### src/hdl/irb_pkg.sv
// Package for the infrared port register bank: offsets, fields, reset values
// and baud pre-divider constants.
// Assumes a single 25 MHz clock domain and an AXI4-Lite register bus.
package irb_pkg;

    // Register word indices within a set; byte address is four times the index.
    localparam logic [2:0] IRB_IDX_BUF   = 3'h0;
    localparam logic [2:0] IRB_IDX_IEN   = 3'h1;
    localparam logic [2:0] IRB_IDX_IIF   = 3'h2;
    localparam logic [2:0] IRB_IDX_LCS   = 3'h3;
    localparam logic [2:0] IRB_IDX_HCR   = 3'h4;
    localparam logic [2:0] IRB_IDX_LST   = 3'h5;
    localparam logic [2:0] IRB_IDX_HST   = 3'h6;
    localparam logic [2:0] IRB_IDX_SCR   = 3'h7;

    // Device configuration word, outside the eight-location window.
    localparam logic [7:0] IRB_ADDR_CFG  = 8'h20;
    localparam int         IRB_CFG_BANK  = 0;     // bank_switch_enable bit.
    localparam int         IRB_CFG_PDL   = 1;     // Pre-divider select, low bit.
    localparam int         IRB_CFG_PDH   = 2;     // Pre-divider select, high bit.

    // Set-select field in the line_ctrl_set_select register (advanced mode).
    localparam int         IRB_SSEL_LO   = 0;
    localparam int         IRB_SSEL_HI   = 2;
    // Line control bit 7 opens the divisor set in legacy mode.
    localparam int         IRB_LCR_DLAB  = 7;

    // Reset values.
    localparam logic [7:0]  IRB_RST_BYTE = 8'h00;
    localparam logic [15:0] IRB_RST_DIV  = 16'h000c;
    localparam logic [7:0]  IRB_ISR_IDLE = 8'h01;   // Legacy: no interrupt pending.
    localparam logic [7:0]  IRB_ISR_ADV  = 8'h22;   // Advanced reset value of status.
    localparam logic [7:0]  IRB_LSR_IDLE = 8'h60;   // Transmitter empty flags.

    // Pre-divider choices: 24 MHz divided by 13, 1.625 or 1.0.
    // Expressed as a rational ratio of 24 MHz ticks per baud-source tick, times 8.
    localparam logic [1:0] IRB_PD_13    = 2'h0;
    localparam logic [1:0] IRB_PD_1625  = 2'h1;
    localparam logic [1:0] IRB_PD_1     = 2'h2;
    localparam logic [7:0] IRB_PD8_13   = 8'd104;    // 13 * 8.
    localparam logic [7:0] IRB_PD8_1625 = 8'd13;     // 1.625 * 8.
    localparam logic [7:0] IRB_PD8_1    = 8'd8;      // 1.0 * 8.

    // Reference frequencies in kHz; the reference is scaled onto the 25 MHz clock.
    localparam int         IRB_REF_KHZ  = 24000;
    localparam int         IRB_CLK_KHZ  = 25000;
    localparam int         IRB_OVERSAMP = 16;

    // AXI responses.
    localparam logic [1:0] IRB_RESP_OK     = 2'h0;
    localparam logic [1:0] IRB_RESP_SLVERR = 2'h2;

    // Bank outputs carried together.
    typedef struct packed {
        logic       advanced;
        logic [2:0] set_sel;
        logic       baud16_tick;
        logic       bit_tick;
    } irb_status_t;

endpackage : irb_pkg

### src/hdl/irb_bank.sv
// Register bank of the infrared port: legacy/advanced banking, set selection,
// scratch register, divisor and baud pre-divider.
// Assumes a single synchronous clock mclk_in and an AXI4-Lite master that keeps
// at most one write and one read outstanding.
//
// Register access over AXI4-Lite was chosen for this implementation.
`timescale 1ns/10ps

module irb_bank
    import irb_pkg::*;
#(
    parameter int FIFO_DEPTH = 32
) (
    input  wire logic        mclk_in,
    input  wire logic        srst_in,
    input  wire logic [7:0]  s_axi_awaddr_in,
    input  wire logic        s_axi_awvalid_in,
    output logic             s_axi_awready_out,
    input  wire logic [31:0] s_axi_wdata_in,
    input  wire logic [3:0]  s_axi_wstrb_in,
    input  wire logic        s_axi_wvalid_in,
    output logic             s_axi_wready_out,
    output logic [1:0]       s_axi_bresp_out,
    output logic             s_axi_bvalid_out,
    input  wire logic        s_axi_bready_in,
    input  wire logic [7:0]  s_axi_araddr_in,
    input  wire logic        s_axi_arvalid_in,
    output logic             s_axi_arready_out,
    output logic [31:0]      s_axi_rdata_out,
    output logic [1:0]       s_axi_rresp_out,
    output logic             s_axi_rvalid_out,
    input  wire logic        s_axi_rready_in,
    output irb_status_t      status_out
);

    localparam int FW = $clog2(FIFO_DEPTH + 1);

    // Bus capture registers.
    logic [7:0]  aw_addr_r;
    logic        aw_have_r;
    logic [31:0] w_data_r;
    logic        w_strb0_r;
    logic        w_have_r;

    // Programmer-visible state.
    logic [7:0]  cfg_r;
    logic [2:0]  set_sel_r;
    logic [7:0]  lcr_r;
    logic [7:0]  ien_r;
    logic [7:0]  fctl_r;
    logic [7:0]  hcr_r;
    logic [7:0]  scratch_r;
    logic [15:0] divisor_r;
    logic [7:0]  tx_thr_r;
    logic [7:0]  rx_thr_r;
    logic [15:0] timer_r;
    logic [7:0]  irctl_r;
    logic [7:0]  tx_fifo_r [FIFO_DEPTH];
    logic [FW-1:0] tx_cnt_r;
    logic [7:0]  rx_hold_r;

    // Baud chain.
    logic [15:0] pd_acc_r;
    logic        src_tick_r;
    logic [15:0] div_cnt_r;
    logic        b16_tick_r;
    logic [3:0]  ovs_cnt_r;
    logic        bit_tick_r;

    // Decoded request.
    logic        wr_fire, rd_fire, adv, w_hit, w_cfg, rd_ok;
    logic [2:0]  w_idx;
    logic [7:0]  wbyte, rd_val, isr_adv;
    logic [15:0] pd_sum, pd_lim;

    // Set seen by the window: legacy mode only reaches set 0, or set 1 via the latch bit.
    function automatic logic [2:0] eff_set(input logic a, input logic [2:0] s, input logic [7:0] l);
        eff_set = a ? s : (l[IRB_LCR_DLAB] ? 3'd1 : 3'd0);
    endfunction : eff_set

    // Address decode used for both read and write channels.
    function automatic logic in_window(input logic [7:0] a);
        in_window = (a[7:5] == 3'b000) && (a[1:0] == 2'b00);
    endfunction : in_window

    assign adv     = cfg_r[IRB_CFG_BANK];
    assign wr_fire = aw_have_r && w_have_r && !s_axi_bvalid_out;
    assign rd_fire = s_axi_arvalid_in && s_axi_arready_out;
    assign w_hit   = in_window(aw_addr_r);
    assign w_cfg   = (aw_addr_r == IRB_ADDR_CFG);
    assign w_idx   = aw_addr_r[4:2];
    assign wbyte   = w_strb0_r ? w_data_r[7:0] : 8'h00;

    // Flag-per-source status: the threshold flag clears only once the store is above the threshold.
    assign isr_adv = {2'b00, (tx_cnt_r <= FW'(tx_thr_r)), 3'b000, (tx_cnt_r == '0), 1'b0};

    // Write address and data are accepted independently, in either order.
    always_ff @(posedge mclk_in) begin
        if (srst_in) begin
            aw_have_r         <= 1'b0;
            w_have_r          <= 1'b0;
            aw_addr_r         <= 8'h00;
            w_data_r          <= 32'h0000_0000;
            w_strb0_r         <= 1'b0;
            s_axi_awready_out <= 1'b1;
            s_axi_wready_out  <= 1'b1;
            s_axi_bvalid_out  <= 1'b0;
            s_axi_bresp_out   <= IRB_RESP_OK;
        end else begin
            if (s_axi_awvalid_in && s_axi_awready_out) begin
                aw_addr_r         <= s_axi_awaddr_in;
                aw_have_r         <= 1'b1;
                s_axi_awready_out <= 1'b0;
            end
            if (s_axi_wvalid_in && s_axi_wready_out) begin
                w_data_r         <= s_axi_wdata_in;
                w_strb0_r        <= s_axi_wstrb_in[0];
                w_have_r         <= 1'b1;
                s_axi_wready_out <= 1'b0;
            end
            if (wr_fire) begin
                aw_have_r        <= 1'b0;
                w_have_r         <= 1'b0;
                s_axi_bvalid_out <= 1'b1;
                s_axi_bresp_out  <= (w_hit || w_cfg) ? IRB_RESP_OK : IRB_RESP_SLVERR;
            end else if (s_axi_bvalid_out && s_axi_bready_in) begin
                s_axi_bvalid_out  <= 1'b0;
                s_axi_awready_out <= 1'b1;
                s_axi_wready_out  <= 1'b1;
            end
        end
    end

    // Configuration word: bank switch and pre-divider select.
    always_ff @(posedge mclk_in) begin
        if (srst_in) begin
            cfg_r <= IRB_RST_BYTE;
        end else if (wr_fire && w_cfg) begin
            cfg_r <= wbyte;
        end
    end

    // Set selection persists; the register is common to every set at offset 3.
    always_ff @(posedge mclk_in) begin
        if (srst_in) begin
            set_sel_r <= 3'd0;
            lcr_r     <= IRB_RST_BYTE;
        end else if (!adv) begin
            set_sel_r <= 3'd0;  // Leaving advanced mode drops back to set 0.
            if (wr_fire && w_hit && w_idx == IRB_IDX_LCS) begin
                lcr_r <= wbyte;
            end
        end else if (wr_fire && w_hit && w_idx == IRB_IDX_LCS) begin
            set_sel_r <= wbyte[IRB_SSEL_HI:IRB_SSEL_LO];
        end
    end

    // Per-set registers, decoded against the currently visible set.
    always_ff @(posedge mclk_in) begin
        if (srst_in) begin
            ien_r     <= IRB_RST_BYTE;
            fctl_r    <= IRB_RST_BYTE;
            hcr_r     <= IRB_RST_BYTE;
            scratch_r <= IRB_RST_BYTE;
            divisor_r <= IRB_RST_DIV;
            tx_thr_r  <= IRB_RST_BYTE;
            rx_thr_r  <= IRB_RST_BYTE;
            irctl_r   <= IRB_RST_BYTE;
        end else if (wr_fire && w_hit) begin
            case (eff_set(adv, set_sel_r, lcr_r))
                3'd0: begin
                    case (w_idx)
                        IRB_IDX_IEN: ien_r     <= adv ? wbyte : {4'h0, wbyte[3:0]};
                        IRB_IDX_IIF: fctl_r    <= {wbyte[7:3], 2'b00, wbyte[0]};
                        IRB_IDX_HCR: hcr_r     <= wbyte;
                        IRB_IDX_SCR: scratch_r <= wbyte;
                        default: ;
                    endcase
                end
                3'd1: begin
                    case (w_idx)
                        IRB_IDX_BUF: divisor_r[7:0]  <= wbyte;
                        IRB_IDX_IEN: divisor_r[15:8] <= wbyte;
                        default: ;
                    endcase
                end
                3'd4: begin
                    case (w_idx)
                        IRB_IDX_BUF: tx_thr_r <= wbyte;
                        IRB_IDX_IEN: rx_thr_r <= wbyte;
                        IRB_IDX_HCR: irctl_r  <= wbyte;
                        default: ;
                    endcase
                end
                default: ;
            endcase
        end
    end

    // Timer counter in set 4: loaded by software, counts down on bit ticks.
    always_ff @(posedge mclk_in) begin
        if (srst_in) begin
            timer_r <= 16'h0000;
        end else if (wr_fire && w_hit && adv && set_sel_r == 3'd4 && w_idx == IRB_IDX_IIF) begin
            timer_r <= {8'h00, wbyte};
        end else if (irctl_r[0] && bit_tick_r && timer_r != 16'h0000) begin
            timer_r <= timer_r - 16'h0001;
        end
    end

    // Transmit store: 32 entries in advanced mode, one holding register in legacy mode.
    always_ff @(posedge mclk_in) begin
        if (srst_in) begin
            tx_cnt_r <= '0;
        end else if (fctl_r[2]) begin
            tx_cnt_r <= '0;
        end else if (wr_fire && w_hit && eff_set(adv, set_sel_r, lcr_r) == 3'd0 && w_idx == IRB_IDX_BUF) begin
            if (tx_cnt_r < (adv ? FW'(FIFO_DEPTH) : FW'(1))) begin
                tx_fifo_r[tx_cnt_r[FW-2:0]] <= wbyte;
                tx_cnt_r <= tx_cnt_r + FW'(1);
            end
        end else if (bit_tick_r && tx_cnt_r != '0 && ovs_cnt_r == 4'd0) begin
            for (int i = 0; i < FIFO_DEPTH - 1; i++) begin
                tx_fifo_r[i] <= tx_fifo_r[i+1];
            end
            tx_cnt_r <= tx_cnt_r - FW'(1);
        end
    end

    // Receive holding byte; the receiver itself is outside this bank.
    always_ff @(posedge mclk_in) begin
        if (srst_in) begin
            rx_hold_r <= IRB_RST_BYTE;
        end else if (fctl_r[1]) begin
            rx_hold_r <= IRB_RST_BYTE;
        end
    end

    // Pre-divider: fractional accumulator over the 25 MHz clock models the 24 MHz source.
    always_comb begin
        case (cfg_r[IRB_CFG_PDH:IRB_CFG_PDL])
            IRB_PD_1625: pd_lim = 16'(IRB_PD8_1625) * 16'(IRB_CLK_KHZ / 1000);
            IRB_PD_1:    pd_lim = 16'(IRB_PD8_1) * 16'(IRB_CLK_KHZ / 1000);
            default:     pd_lim = 16'(IRB_PD8_13) * 16'(IRB_CLK_KHZ / 1000);
        endcase
    end
    assign pd_sum = pd_acc_r + 16'(IRB_REF_KHZ / 1000 * 8);

    // Baud-source tick.
    always_ff @(posedge mclk_in) begin
        if (srst_in) begin
            pd_acc_r   <= 16'h0000;
            src_tick_r <= 1'b0;
        end else begin
            src_tick_r <= (pd_sum >= pd_lim);
            pd_acc_r   <= (pd_sum >= pd_lim) ? pd_sum - pd_lim : pd_sum;
        end
    end

    // Divisor gives the 16x clock, and every sixteenth tick marks a bit time.
    always_ff @(posedge mclk_in) begin
        if (srst_in) begin
            div_cnt_r  <= 16'h0000;
            b16_tick_r <= 1'b0;
            ovs_cnt_r  <= 4'd0;
            bit_tick_r <= 1'b0;
        end else begin
            b16_tick_r <= 1'b0;
            bit_tick_r <= 1'b0;
            if (src_tick_r) begin
                if (div_cnt_r + 16'h0001 >= divisor_r) begin
                    div_cnt_r  <= 16'h0000;
                    b16_tick_r <= 1'b1;
                    ovs_cnt_r  <= ovs_cnt_r + 4'd1;
                    bit_tick_r <= (ovs_cnt_r == 4'(IRB_OVERSAMP - 1));
                end else begin
                    div_cnt_r <= div_cnt_r + 16'h0001;
                end
            end
        end
    end

    // Read mux, decoded against the visible set.
    always_comb begin
        rd_val = 8'h00;
        rd_ok  = in_window(s_axi_araddr_in) || s_axi_araddr_in == IRB_ADDR_CFG;
        if (s_axi_araddr_in == IRB_ADDR_CFG) begin
            rd_val = cfg_r;
        end else if (s_axi_araddr_in[4:2] == IRB_IDX_LCS) begin
            rd_val = adv ? {5'b0_0000, set_sel_r} : lcr_r;
        end else begin
            case (eff_set(adv, set_sel_r, lcr_r))
                3'd0: begin
                    case (s_axi_araddr_in[4:2])
                        IRB_IDX_BUF: rd_val = rx_hold_r;
                        IRB_IDX_IEN: rd_val = ien_r;
                        IRB_IDX_IIF: rd_val = adv ? isr_adv : {fctl_r[0], fctl_r[0], 6'h01};
                        IRB_IDX_HCR: rd_val = hcr_r;
                        IRB_IDX_LST: rd_val = (tx_cnt_r == '0) ? IRB_LSR_IDLE : 8'h00;
                        IRB_IDX_SCR: rd_val = scratch_r;
                        default:     rd_val = 8'h00;
                    endcase
                end
                3'd1: begin
                    case (s_axi_araddr_in[4:2])
                        IRB_IDX_BUF: rd_val = divisor_r[7:0];
                        IRB_IDX_IEN: rd_val = divisor_r[15:8];
                        default:     rd_val = 8'h00;
                    endcase
                end
                3'd4: begin
                    case (s_axi_araddr_in[4:2])
                        IRB_IDX_BUF: rd_val = tx_thr_r;
                        IRB_IDX_IEN: rd_val = rx_thr_r;
                        IRB_IDX_IIF: rd_val = timer_r[7:0];
                        IRB_IDX_HCR: rd_val = irctl_r;
                        default:     rd_val = 8'h00;
                    endcase
                end
                default: rd_val = 8'h00;
            endcase
        end
    end

    // Read channel: address taken when idle, data one cycle later.
    always_ff @(posedge mclk_in) begin
        if (srst_in) begin
            s_axi_arready_out <= 1'b1;
            s_axi_rvalid_out  <= 1'b0;
            s_axi_rdata_out   <= 32'h0000_0000;
            s_axi_rresp_out   <= IRB_RESP_OK;
        end else if (rd_fire) begin
            s_axi_arready_out <= 1'b0;
            s_axi_rvalid_out  <= 1'b1;
            s_axi_rdata_out   <= rd_ok ? {24'h00_0000, rd_val} : 32'h0000_0000;
            s_axi_rresp_out   <= rd_ok ? IRB_RESP_OK : IRB_RESP_SLVERR;
        end else if (s_axi_rvalid_out && s_axi_rready_in) begin
            s_axi_rvalid_out  <= 1'b0;
            s_axi_arready_out <= 1'b1;
        end
    end

    // Status outputs registered straight from state.
    always_ff @(posedge mclk_in) begin
        if (srst_in) begin
            status_out <= '0;
        end else begin
            status_out <= '{advanced: adv, set_sel: eff_set(adv, set_sel_r, lcr_r),
                            baud16_tick: b16_tick_r, bit_tick: bit_tick_r};
        end
    end

endmodule : irb_bank

### config.mk
export PLATFORM = sky130hd
export DESIGN_NAME = irb_bank
export DESIGN_NICKNAME = d
export VERILOG_FILES = /design/src/hdl/irb_pkg.sv /design/src/hdl/irb_bank.sv
export SDC_FILE = /design/constraint.sdc
export NUM_CORES = 1
export LEC_CHECK = 0
export ABC_AREA = 1
export BUFFER_PORTS_ARGS = -buffer_cell sky130_fd_sc_hd__buf_2
export CORE_UTILIZATION = 60
export DETAILED_ROUTE_END_ITERATION = 10
export PLACE_DENSITY_LB_ADDON = 0.2
export REMOVE_ABC_BUFFERS = 1
export SLEW_MARGIN = 10
export SYNTH_ARGS = -nofsm -noshare
export SYNTH_HDL_FRONTEND = slang
export SYNTH_SLANG_ARGS = --single-unit
### constraint.sdc
create_clock -name mclk_in -period 2.75 [get_ports mclk_in]
set_input_delay 0.55 -clock mclk_in [delete_from_list [all_inputs] [get_ports mclk_in]]
set_output_delay 0.55 -clock mclk_in [all_outputs]
set_load 0.005 [all_outputs]
Yosys cells after proc, flatten, opt, wreduce, memory -nomap -nowiden
Index checks and enable logic that the tools add are counted.
Widths: inputs -> output; s select.
{"block": "classes", "add_sub_neg": 7, "multipliers": 0, "div_mod_pow": 0, "order_cmp": 4, "n_eq_ne": 20, "shift": 0, "muxes": 38, "bitwise": 3, "n_reduce_logical": 56}
{"operator": "$mux 8", "n": 9}
{"operator": "$pmux 8 s5", "n": 1}
{"operator": "$ge 16x16->1", "n": 2}
{"operator": "$mux 16", "n": 2}
{"operator": "$pmux 8 s4", "n": 1}
{"operator": "$reduce_and 3->1", "n": 9}
{"operator": "$mux 6", "n": 4}
{"operator": "$pmux 12 s2", "n": 1}
{"operator": "$pmux 8 s3", "n": 1}
{"operator": "$eq 3x3->1 const B", "n": 7}
{"operator": "$logic_and 1x1->1", "n": 21}
{"operator": "$add 16x1->16 const B", "n": 1}
{"operator": "$add 16x8->16 const B", "n": 1}
{"operator": "$eq 8x6->1 const B", "n": 2}
{"operator": "$pmux 8 s2", "n": 1}
{"operator": "$reduce_bool 16->1", "n": 1}
{"operator": "$sub 16x1->16 const B", "n": 1}
{"operator": "$sub 16x16->16", "n": 1}
{"operator": "$logic_not 3->1", "n": 5}
{"operator": "$mux 1", "n": 14}
{"operator": "$eq 3x2->1 const B", "n": 4}
{"operator": "$eq 3x1->1 const B", "n": 3}
{"operator": "$reduce_bool 2->1", "n": 4}
{"operator": "$reduce_or 2->1", "n": 4}
{"operator": "21 further kinds", "n": 28}
{"block": "word_totals", "register_bits": 211, "latchBits": 0, "ramBits": 0, "rom_bits": 0, "inputBits": 59, "output_inout_bits": 47, "word_cells": 166, "memories": 0}

Depth between registers and ports, before layout
Gate-level depths: netlist (run 1).
{"block": "logic_depth", "depth_word": 7, "depth_mapped": 19, "depth_no_buf": 19}

Worst setup path after synthesis (run 1)
OpenSTA, ideal clock, no wires.
{"block": "synth_path", "path_kind": "flip-flop to flip-flop", "startpoint": "register div_cnt_r[5]", "endpoint": "register ovs_cnt_r[0]", "setup_time_ps": 114, "arrival_time_ps": 2417, "t_required_ps": 2636, "setup_slack_ps": 219, "stages_incl_launch_ff": 19, "path_buffers": 0, "synth_period_minus_slack_ps": 2531, "path_cell_list": "dfxtp_1 > inv_1 > nor3_2 > nand2_1 > nor2_1 > nand3_1 > nor2_1 > nand2_1 > nand2_1 > inv_1 > ha_1 > a21oi_1 > o21ai_0 > a21oi_1 > nand3_1 > nand2_1 > inv_1 > nand3_1 > nand2_1"}
{"block": "synth_between", "elab_chain_cells": 3}
{"element": "start, declared", "line": "irb_bank.sv:65", "source": "logic [15:0] div_cnt_r;"}
{"element": "start signal, assigned", "line": "irb_bank.sv:277", "source": "div_cnt_r <= div_cnt_r + 16'h0001;"}
{"element": "$add 16x1->16", "line": "irb_bank.sv:271", "source": "if (div_cnt_r + 16'h0001 >= divisor_r) begin"}
{"element": "$ge 16x16->1", "line": "irb_bank.sv:271"}
{"element": "$reduce_and 2->1 (no source line)"}
{"element": "end signal, assigned", "line": "irb_bank.sv:274", "source": "ovs_cnt_r <= ovs_cnt_r + 4'd1;"}
{"element": "end, declared", "line": "irb_bank.sv:67", "source": "logic [3:0] ovs_cnt_r;"}
No other way between the ends.
A chain may end at the register's enable or synchronous reset.

Final worst setup path (run 1)
{"block": "layout_path", "startpoint": "register div_cnt_r[4]", "endpoint": "register div_cnt_r[3]"}
{"block": "layout_between", "elab_chain_cells": 3}
{"element": "$add 16x1->16", "line": "irb_bank.sv:271"}
{"element": "$ge 16x16->1", "line": "irb_bank.sv:271"}
{"element": "$mux 16", "line": "irb_bank.sv:271"}
No other way between the ends.

==> out/results.ini, run 1 <==
[timing]
slew_violations=0
timing.final.crit_share_pct=94.0
skew_ns=0.00901
finalWorstPathRequiredPeriod_ns=2.59
finalWorstSetupSlack_ns=0.164
worst_slew_pin_tran_ns=0.728
setup_viol_count_final=0
setup-tns-final_ns=0
slew_headroom_pct=51.4
finalHoldViolCount=0
max_freq_mhz=387

[cts]
ctsRootBufferMaster=sky130_fd_sc_hd__clkbuf_16
insertion_delay_ns=0.44
cts.hold.buffers_added=0
ctsHtreeMaxLevel=4
cts_tree=yes
sinks_on_clock_net=185
clk_path_buf_depth=2
cts_made_buffers=17
clk_pin_slew_worst_paths_ns=0.07

[layout]
multiInputGateArea_um2=5610
insertedDiodeCount=0
num-fill-cells=1480
commonest_non_fill_non_tap_cell_in_the_layout=sky130_fd_sc_hd__nand2_1
commonest_cells_after_routing_fill_and_taps_aside=315 x sky130_fd_sc_hd__nand2_1, 184 x sky130_fd_sc_hd__inv_1, 183 x sky130_fd_sc_hd__dfxtp_1, 162 x sky130_fd_sc_hd__nor2_1, 149 x sky130_fd_sc_hd__a21oi_1
post_route_cells_drive_above_1_share_pct=11.7
layout-area-overhead-vs-synth_pct=11.1
num-nets-final=1677
sequential_cell_area_um2=3710

[logic_synthesis]
edff_count_synth=0
synth.ff_latch_count=185
synthesis.yosys.warnings=0
synthesis.area_per_instance_um2=6.81
synthArstFlopShare_pct=0
synth_sequential_area_ratio_pct=35.8
synth_cell_types=46
synthesis.area_um2=10300
syn_inst=1518
leading_register_cell_type_out_of_synthesis=sky130_fd_sc_hd__dfxtp_1

[drt]
detail_route.wl_per_cell_um=14.5
detailedRoute.firstPassIterationCount=6
drc=0
route.vias.total=9909
detail-route-antenna-nets=0
via_per_inst=5.49
drtIter0Drc=799
finalWirelength_um=26100

[worst_setup_path]
ff2ff_path_depth=16
timing.critical_path.mode_cell=sky130_fd_sc_hd__nand2_1
r2r-start=div_cnt_r[4]$_SDFFE_PP0P_
reg2reg_slack_ns=0.16
worstPathCellList=nand2_1, nor3_2, nand2_1, nor2_2, nand3_2, nor2_1, nand2_1, nand2_1, inv_1, ha_1, a21oi_1, o21ai_1, a21oi_2, buf_4, nand4_1, a21oi_1
worst_path_dominant_cell_family=simple AND/OR/NAND/NOR gates
worst_setup_path_end_kind=register
crit_fanout=12
arrival_ns=2.95
worst-setup-path-type=register to register
worstPathRequired_ns=3.11
slowest_stage=sky130_fd_sc_hd__dfxtp_1
slowest_delay_ns=0.34
buffers_plus_inverters_on_the_worst_setup_path=2
crit_path_start_kind=register
regToRegEndpoint=div_cnt_r[3]$_SDFFE_PP0P_

[placement]
place_hpwl_um=18900
place.port_buffers=52
place_congestion=0.951
post-place-ws_ns=0.0768

[grt]
grt_max_degree=47
first_global_vias=8790
grt_pass1_wl_um=42600
grt_antenna_before_repair=0
grt_resource_usage_total_pct=29.9
residual_overflow_from_global_routing=0

[worst_hold_path]
hold_path_end=s_axi_awready_out$_SDFF_PP1_
tightest_hold_check_type=primary input to register
hold_path.startpoint=s_axi_awvalid_in
worstHoldPathCells=2

[status]
status=completed

[die]
ios=106
chip_width_um=133
fp.dieArea_um2=17800
chipHeight_um=133
coreArea_um2=16700
initial_utilization_pct=61.9
placement_rows=47

[pwr]
total_power_w=0.00782
total_leakage_power_nw=5.35
powerDensity_nw_per_um2=681
max-vdd-ir-drop_mv=0.528

[job]
drv_cap=0

## area by class of cell
class	count	share of cell area (%)
repair buffers	86	4.74
clock inverters	12	1.24
well taps	220	2.40
inverters	201	6.59
multi-input cells	1082	48.8
clock buffers	20	3.97
flip-flops and latches	185	32.3
## through the flow
step / cells / util, % / hold WS, ns / cell area [µm²]
final: 1806 / 68.8 / 0.297 / 11500
after global routing: 1806 / 68.8 / 0.316 / 11500
after CTS: 1802 / 68.2 / 0.294 / 11400
after detailed placement: 1770 / 64.6 / 0.395 / 10800
after global placement: 1770 / 64.6 / 0.393 / 10800
after floorplan: 1468 / - / 0.388 / 10000
## report_power, final
group | internal (W) | total (W) | switching, W
Combinational | 0.000888 | 0.00232 | 0.00144
Sequential | 0.00285 | 0.00300 | 0.000146
Clock | 0.00140 | 0.00250 | 0.00110
Total | 0.00514 | 0.00782 | 0.00268
## state kept, by name, summed over array words and instances, names as in the netlist, 16 cells and up
name / cells
div_cnt_r: 16
divisor_r: 16
pd_acc_r: 16
timer_r: 16
## synthesized netlist by cell type (2+ instances only)
cell,number,area [µm²]
sky130_fd_sc_hd__nor2_2,8,50.1
sky130_fd_sc_hd__nand3_2,8,80.1
sky130_fd_sc_hd__o21a_1,4,30.0
sky130_fd_sc_hd__a22oi_1,4,30.0
sky130_fd_sc_hd__nor4_1,5,31.3
sky130_fd_sc_hd__or2_2,3,18.8
sky130_fd_sc_hd__nand2_2,7,43.8
sky130_fd_sc_hd__xnor2_1,8,70.1
sky130_fd_sc_hd__nand4_1,40,250
sky130_fd_sc_hd__o22ai_1,13,81.3
sky130_fd_sc_hd__clkbuf_1,22,82.6
sky130_fd_sc_hd__nand3_1,68,340
sky130_fd_sc_hd__nand2_1,318,1190
sky130_fd_sc_hd__inv_1,186,698
sky130_fd_sc_hd__nor2_1,164,616
sky130_fd_sc_hd__o211ai_1,7,52.6
sky130_fd_sc_hd__a31oi_1,2,12.5
sky130_fd_sc_hd__inv_2,10,37.5
sky130_fd_sc_hd__ha_1,44,551
sky130_fd_sc_hd__dfxtp_1,185,3700
sky130_fd_sc_hd__xor2_1,24,210
sky130_fd_sc_hd__nand3b_1,2,15.0
sky130_fd_sc_hd__buf_4,29,218
sky130_fd_sc_hd__o21ai_1,6,30.0
sky130_fd_sc_hd__a21o_1,3,22.5
sky130_fd_sc_hd__clkinv_1,4,15.0
sky130_fd_sc_hd__o21ai_0,129,646
sky130_fd_sc_hd__nor3_1,17,85.1
sky130_fd_sc_hd__a21oi_2,4,35.0
sky130_fd_sc_hd__buf_2,19,95.1
sky130_fd_sc_hd__nor3_2,4,40.0
sky130_fd_sc_hd__buf_1,4,15.0
sky130_fd_sc_hd__a21oi_1,151,756
sky130_fd_sc_hd__nor2_4,4,45.0
## how the worst max path moves through the flow
stage                                          from                    endpoint  slack, ns  depth (start not counted)
after CTS                 div_cnt_r[5]$_SDFFE_PP0P_       bit_tick_r$_SDFF_PP0_       0.03                         18
after global placement    div_cnt_r[5]$_SDFFE_PP0P_       bit_tick_r$_SDFF_PP0_       0.12                         18
final                     div_cnt_r[4]$_SDFFE_PP0P_   div_cnt_r[3]$_SDFFE_PP0P_       0.16                         16
after global routing      div_cnt_r[4]$_SDFFE_PP0P_  div_cnt_r[14]$_SDFFE_PP0P_       -0.1                         17
after detailed placement  div_cnt_r[3]$_SDFFE_PP0P_       bit_tick_r$_SDFF_PP0_       0.08                         18
after floorplan           div_cnt_r[5]$_SDFFE_PP0P_   ovs_cnt_r[0]$_SDFFE_PP0P_      -0.23                         18
## per-layer routing
layer / global-route usage (%) / up-vias / wire length (µm)
met2: 47.4 / 349 / 11800
met1: 41.0 / 4502 / 12000
met4: 11.3 / 0 / 697
met5: 0 / - / 0
met3: 4.64 / 51 / 1650
li1: - / 5007 / -
## kinds of logic after synthesis
group | count (synthesis) | synth area share, %
fa+ha+maj | 45 | 5.52
compound gates | 326 | 16.6
flops | 185 | 35.8
other cells | 1 | 0.0362
simple gates | 653 | 27.9
buf+inv | 276 | 11.4
xor+xnor | 32 | 2.71
## timing repair
action                                  4_1_cts  5_1_grt
endpoints found under the setup margin        0       35
buffers inserted                              0        4
resized for setup                             0       17
(Power assumes the default switching activity.)
==> inputs of run 2 (changes only) <==
- BUFFER_PORTS_ARGS: -buffer_cell sky130_fd_sc_hd__buf_2 -> not set
- CORE_UTILIZATION: 60 -> 64
- DONT_BUFFER_PORTS: not set -> 1
==> out/results.ini, run 2 (synthesis gave the netlist of run 1 again) <==
[placement]
post-place-ws_ns=0.0789  ; +0.00206 ns
dpl_cell_area_um2=10500  ; -2.4%
place_hpwl_um=18300  ; -2.8%
place.port_buffers=0  ; -100%
place_congestion=0.966  ; +1.6%

[drt]
detail-route-antenna-nets=0  ; unchanged
detailedRoute.firstPassIterationCount=8  ; +2
finalWirelength_um=25700  ; -1.5%
drtIter0Drc=1061  ; +33%
drc=1  ; +1
route.vias.total=9817  ; -0.93%
via_per_inst=5.61  ; +2.2%
detail_route.wl_per_cell_um=14.7  ; +1.6%

[grt]
grt_max_degree=48  ; +2.1%
grt_pass1_wl_um=40900  ; -4.1%
first_global_vias=8565  ; -2.6%
grt_resource_usage_total_pct=31.1  ; +1.2 points
grt_antenna_before_repair=0  ; unchanged
residual_overflow_from_global_routing=0  ; unchanged

[timing]
finalWorstPathRequiredPeriod_ns=2.63  ; +0.0481 ns
finalHoldViolCount=0  ; unchanged
skew_ns=0.00761  ; -0.00140 ns
setup_viol_count_final=0  ; unchanged
finalWorstSetupSlack_ns=0.116  ; -0.0481 ns
max_freq_mhz=380  ; -1.8%
slew_headroom_pct=53.7  ; +2.3 points
setup-tns-final_ns=0  ; unchanged
slew_violations=0  ; unchanged
timing.final.crit_share_pct=95.8  ; +1.7 points
setup_repair_after_global_routing_missed_its_margin=true
worst_slew_pin_tran_ns=0.694  ; -0.0348 ns

[layout]
final_util_pct=70.9  ; +2.1 points
multiInputGateArea_um2=5620  ; +0.27%
layout-area-overhead-vs-synth_pct=8.49
insertedDiodeCount=0  ; unchanged
num-nets-final=1626  ; -3.0%
commonest_cells_after_routing_fill_and_taps_aside=316 x sky130_fd_sc_hd__nand2_1, 185 x sky130_fd_sc_hd__inv_1, 180 x sky130_fd_sc_hd__dfxtp_1, 162 x sky130_fd_sc_hd__nor2_1, 149 x sky130_fd_sc_hd__a21oi_1
postLayoutCellArea_um2=11200  ; -2.3%
sequential_cell_area_um2=3710  ; +0.10%
commonest_non_fill_non_tap_cell_in_the_layout=sky130_fd_sc_hd__nand2_1
num-fill-cells=1345  ; -9.1%
post_route_cells_drive_above_1_share_pct=9.06  ; -2.6 points

[die]
chip_width_um=129  ; -3.1%
fp.dieArea_um2=16700  ; -6.2%
coreArea_um2=15800  ; -5.2%
initial_utilization_pct=65.4  ; +3.4 points
placement_rows=46  ; -2.1%
chipHeight_um=129  ; -3.1%
ios=106  ; unchanged

[worst_setup_path]
arrival_ns=2.99  ; +0.04 ns
worstPathRequired_ns=3.11  ; about the same
crit_path_start_kind=register
worst-setup-path-type=register to register
crit_fanout=12  ; unchanged
worst_setup_path_end_kind=register

[pwr]
powerDensity_nw_per_um2=694  ; +2.0%
max-vdd-ir-drop_mv=0.431  ; -19%
total_power_w=0.00779  ; -0.42%
total_leakage_power_nw=5.10  ; -4.7%

[cts]
cts_tree=yes
clk_path_buf_depth=2  ; unchanged
clk_pin_slew_worst_paths_ns=0.07  ; about the same
cts.hold.buffers_added=0  ; unchanged
ctsHtreeMaxLevel=4  ; unchanged
insertion_delay_ns=0.44  ; about the same
ctsRootBufferMaster=sky130_fd_sc_hd__clkbuf_16
cts_made_buffers=17  ; unchanged
sinks_on_clock_net=185  ; unchanged

[status]
status=complete, but fails checks
violations_in_the_final_reports=design-rule violations

[job]
drv_cap=0  ; unchanged

[worst_hold_path]
tightest_hold_check_type=primary input to register

-- run 2: metal layers --
layer	GRT usage, %	wire length (µm)	vias to the layer above
li1	-	-	4898
met1	41.7	11100	4434
met2	50.0	11700	428
met3	5.78	2220	57
met4	10.9	695	0
met5	0	0	-
-- run 2: critical path, cell delays in order (launching register included) --
cell	delay [ns]
sky130_fd_sc_hd__dfxtp_1	0.33
sky130_fd_sc_hd__buf_4	0.12
sky130_fd_sc_hd__inv_1	0.09
sky130_fd_sc_hd__nor3_4	0.20
sky130_fd_sc_hd__nand2_1	0.11
sky130_fd_sc_hd__nor2_2	0.18
sky130_fd_sc_hd__xor2_1	0.24
sky130_fd_sc_hd__ha_1	0.29
sky130_fd_sc_hd__nand2_2	0.10
sky130_fd_sc_hd__o21ai_0	0.10
sky130_fd_sc_hd__a21oi_1	0.25
sky130_fd_sc_hd__buf_4	0.26
sky130_fd_sc_hd__nand4_1	0.13
sky130_fd_sc_hd__a21oi_1	0.15
-- run 2: final timing paths --
kind                             startpoint                         end  slack [ns]  cells past startpoint
setup / recovery  div_cnt_r[3]$_SDFFE_PP0P_   div_cnt_r[1]$_SDFFE_PP0P_        0.12                     13
hold / removal                      srst_in  div_cnt_r[10]$_SDFFE_PP0P_        0.18                      1
setup reg to reg  div_cnt_r[3]$_SDFFE_PP0P_   div_cnt_r[1]$_SDFFE_PP0P_        0.12                     13
hold reg to reg       b16_tick_r$_SDFF_PP0_    status_out[1]$_SDFF_PP0_        0.41                      2
-- run 2: cell type report --
cell class	instances	share of cell area, %
clock buffers	19	4.04
clock inverters	13	1.19
inverters	201	6.74
multi-input cells	1082	50.1
flip-flops and latches	185	33.1
well taps	216	2.41
repair buffers	35	2.45
-- run 2: report_power, final --
part	internal, W	switching [W]
sequential	0.00285	0.000141
clock	0.00132	0.00114
combinational	0.000871	0.00146
total	0.00505	0.00274
-- run 2: timing repair --
action / 4_1_cts / 5_1_grt
endpoints found under the setup margin: 0 / 39
setup buffers: 0 / 3
gates resized for setup: 0 / 18
-- run 2: through the flow --
step           std cells  hold slack [ns]
4_1_cts             1748            0.171
6_report            1751            0.180
2_1_floorplan       1468            0.388
3_5_place_dp        1716            0.407
3_3_place_gp        1716            0.390
5_1_grt             1751            0.168
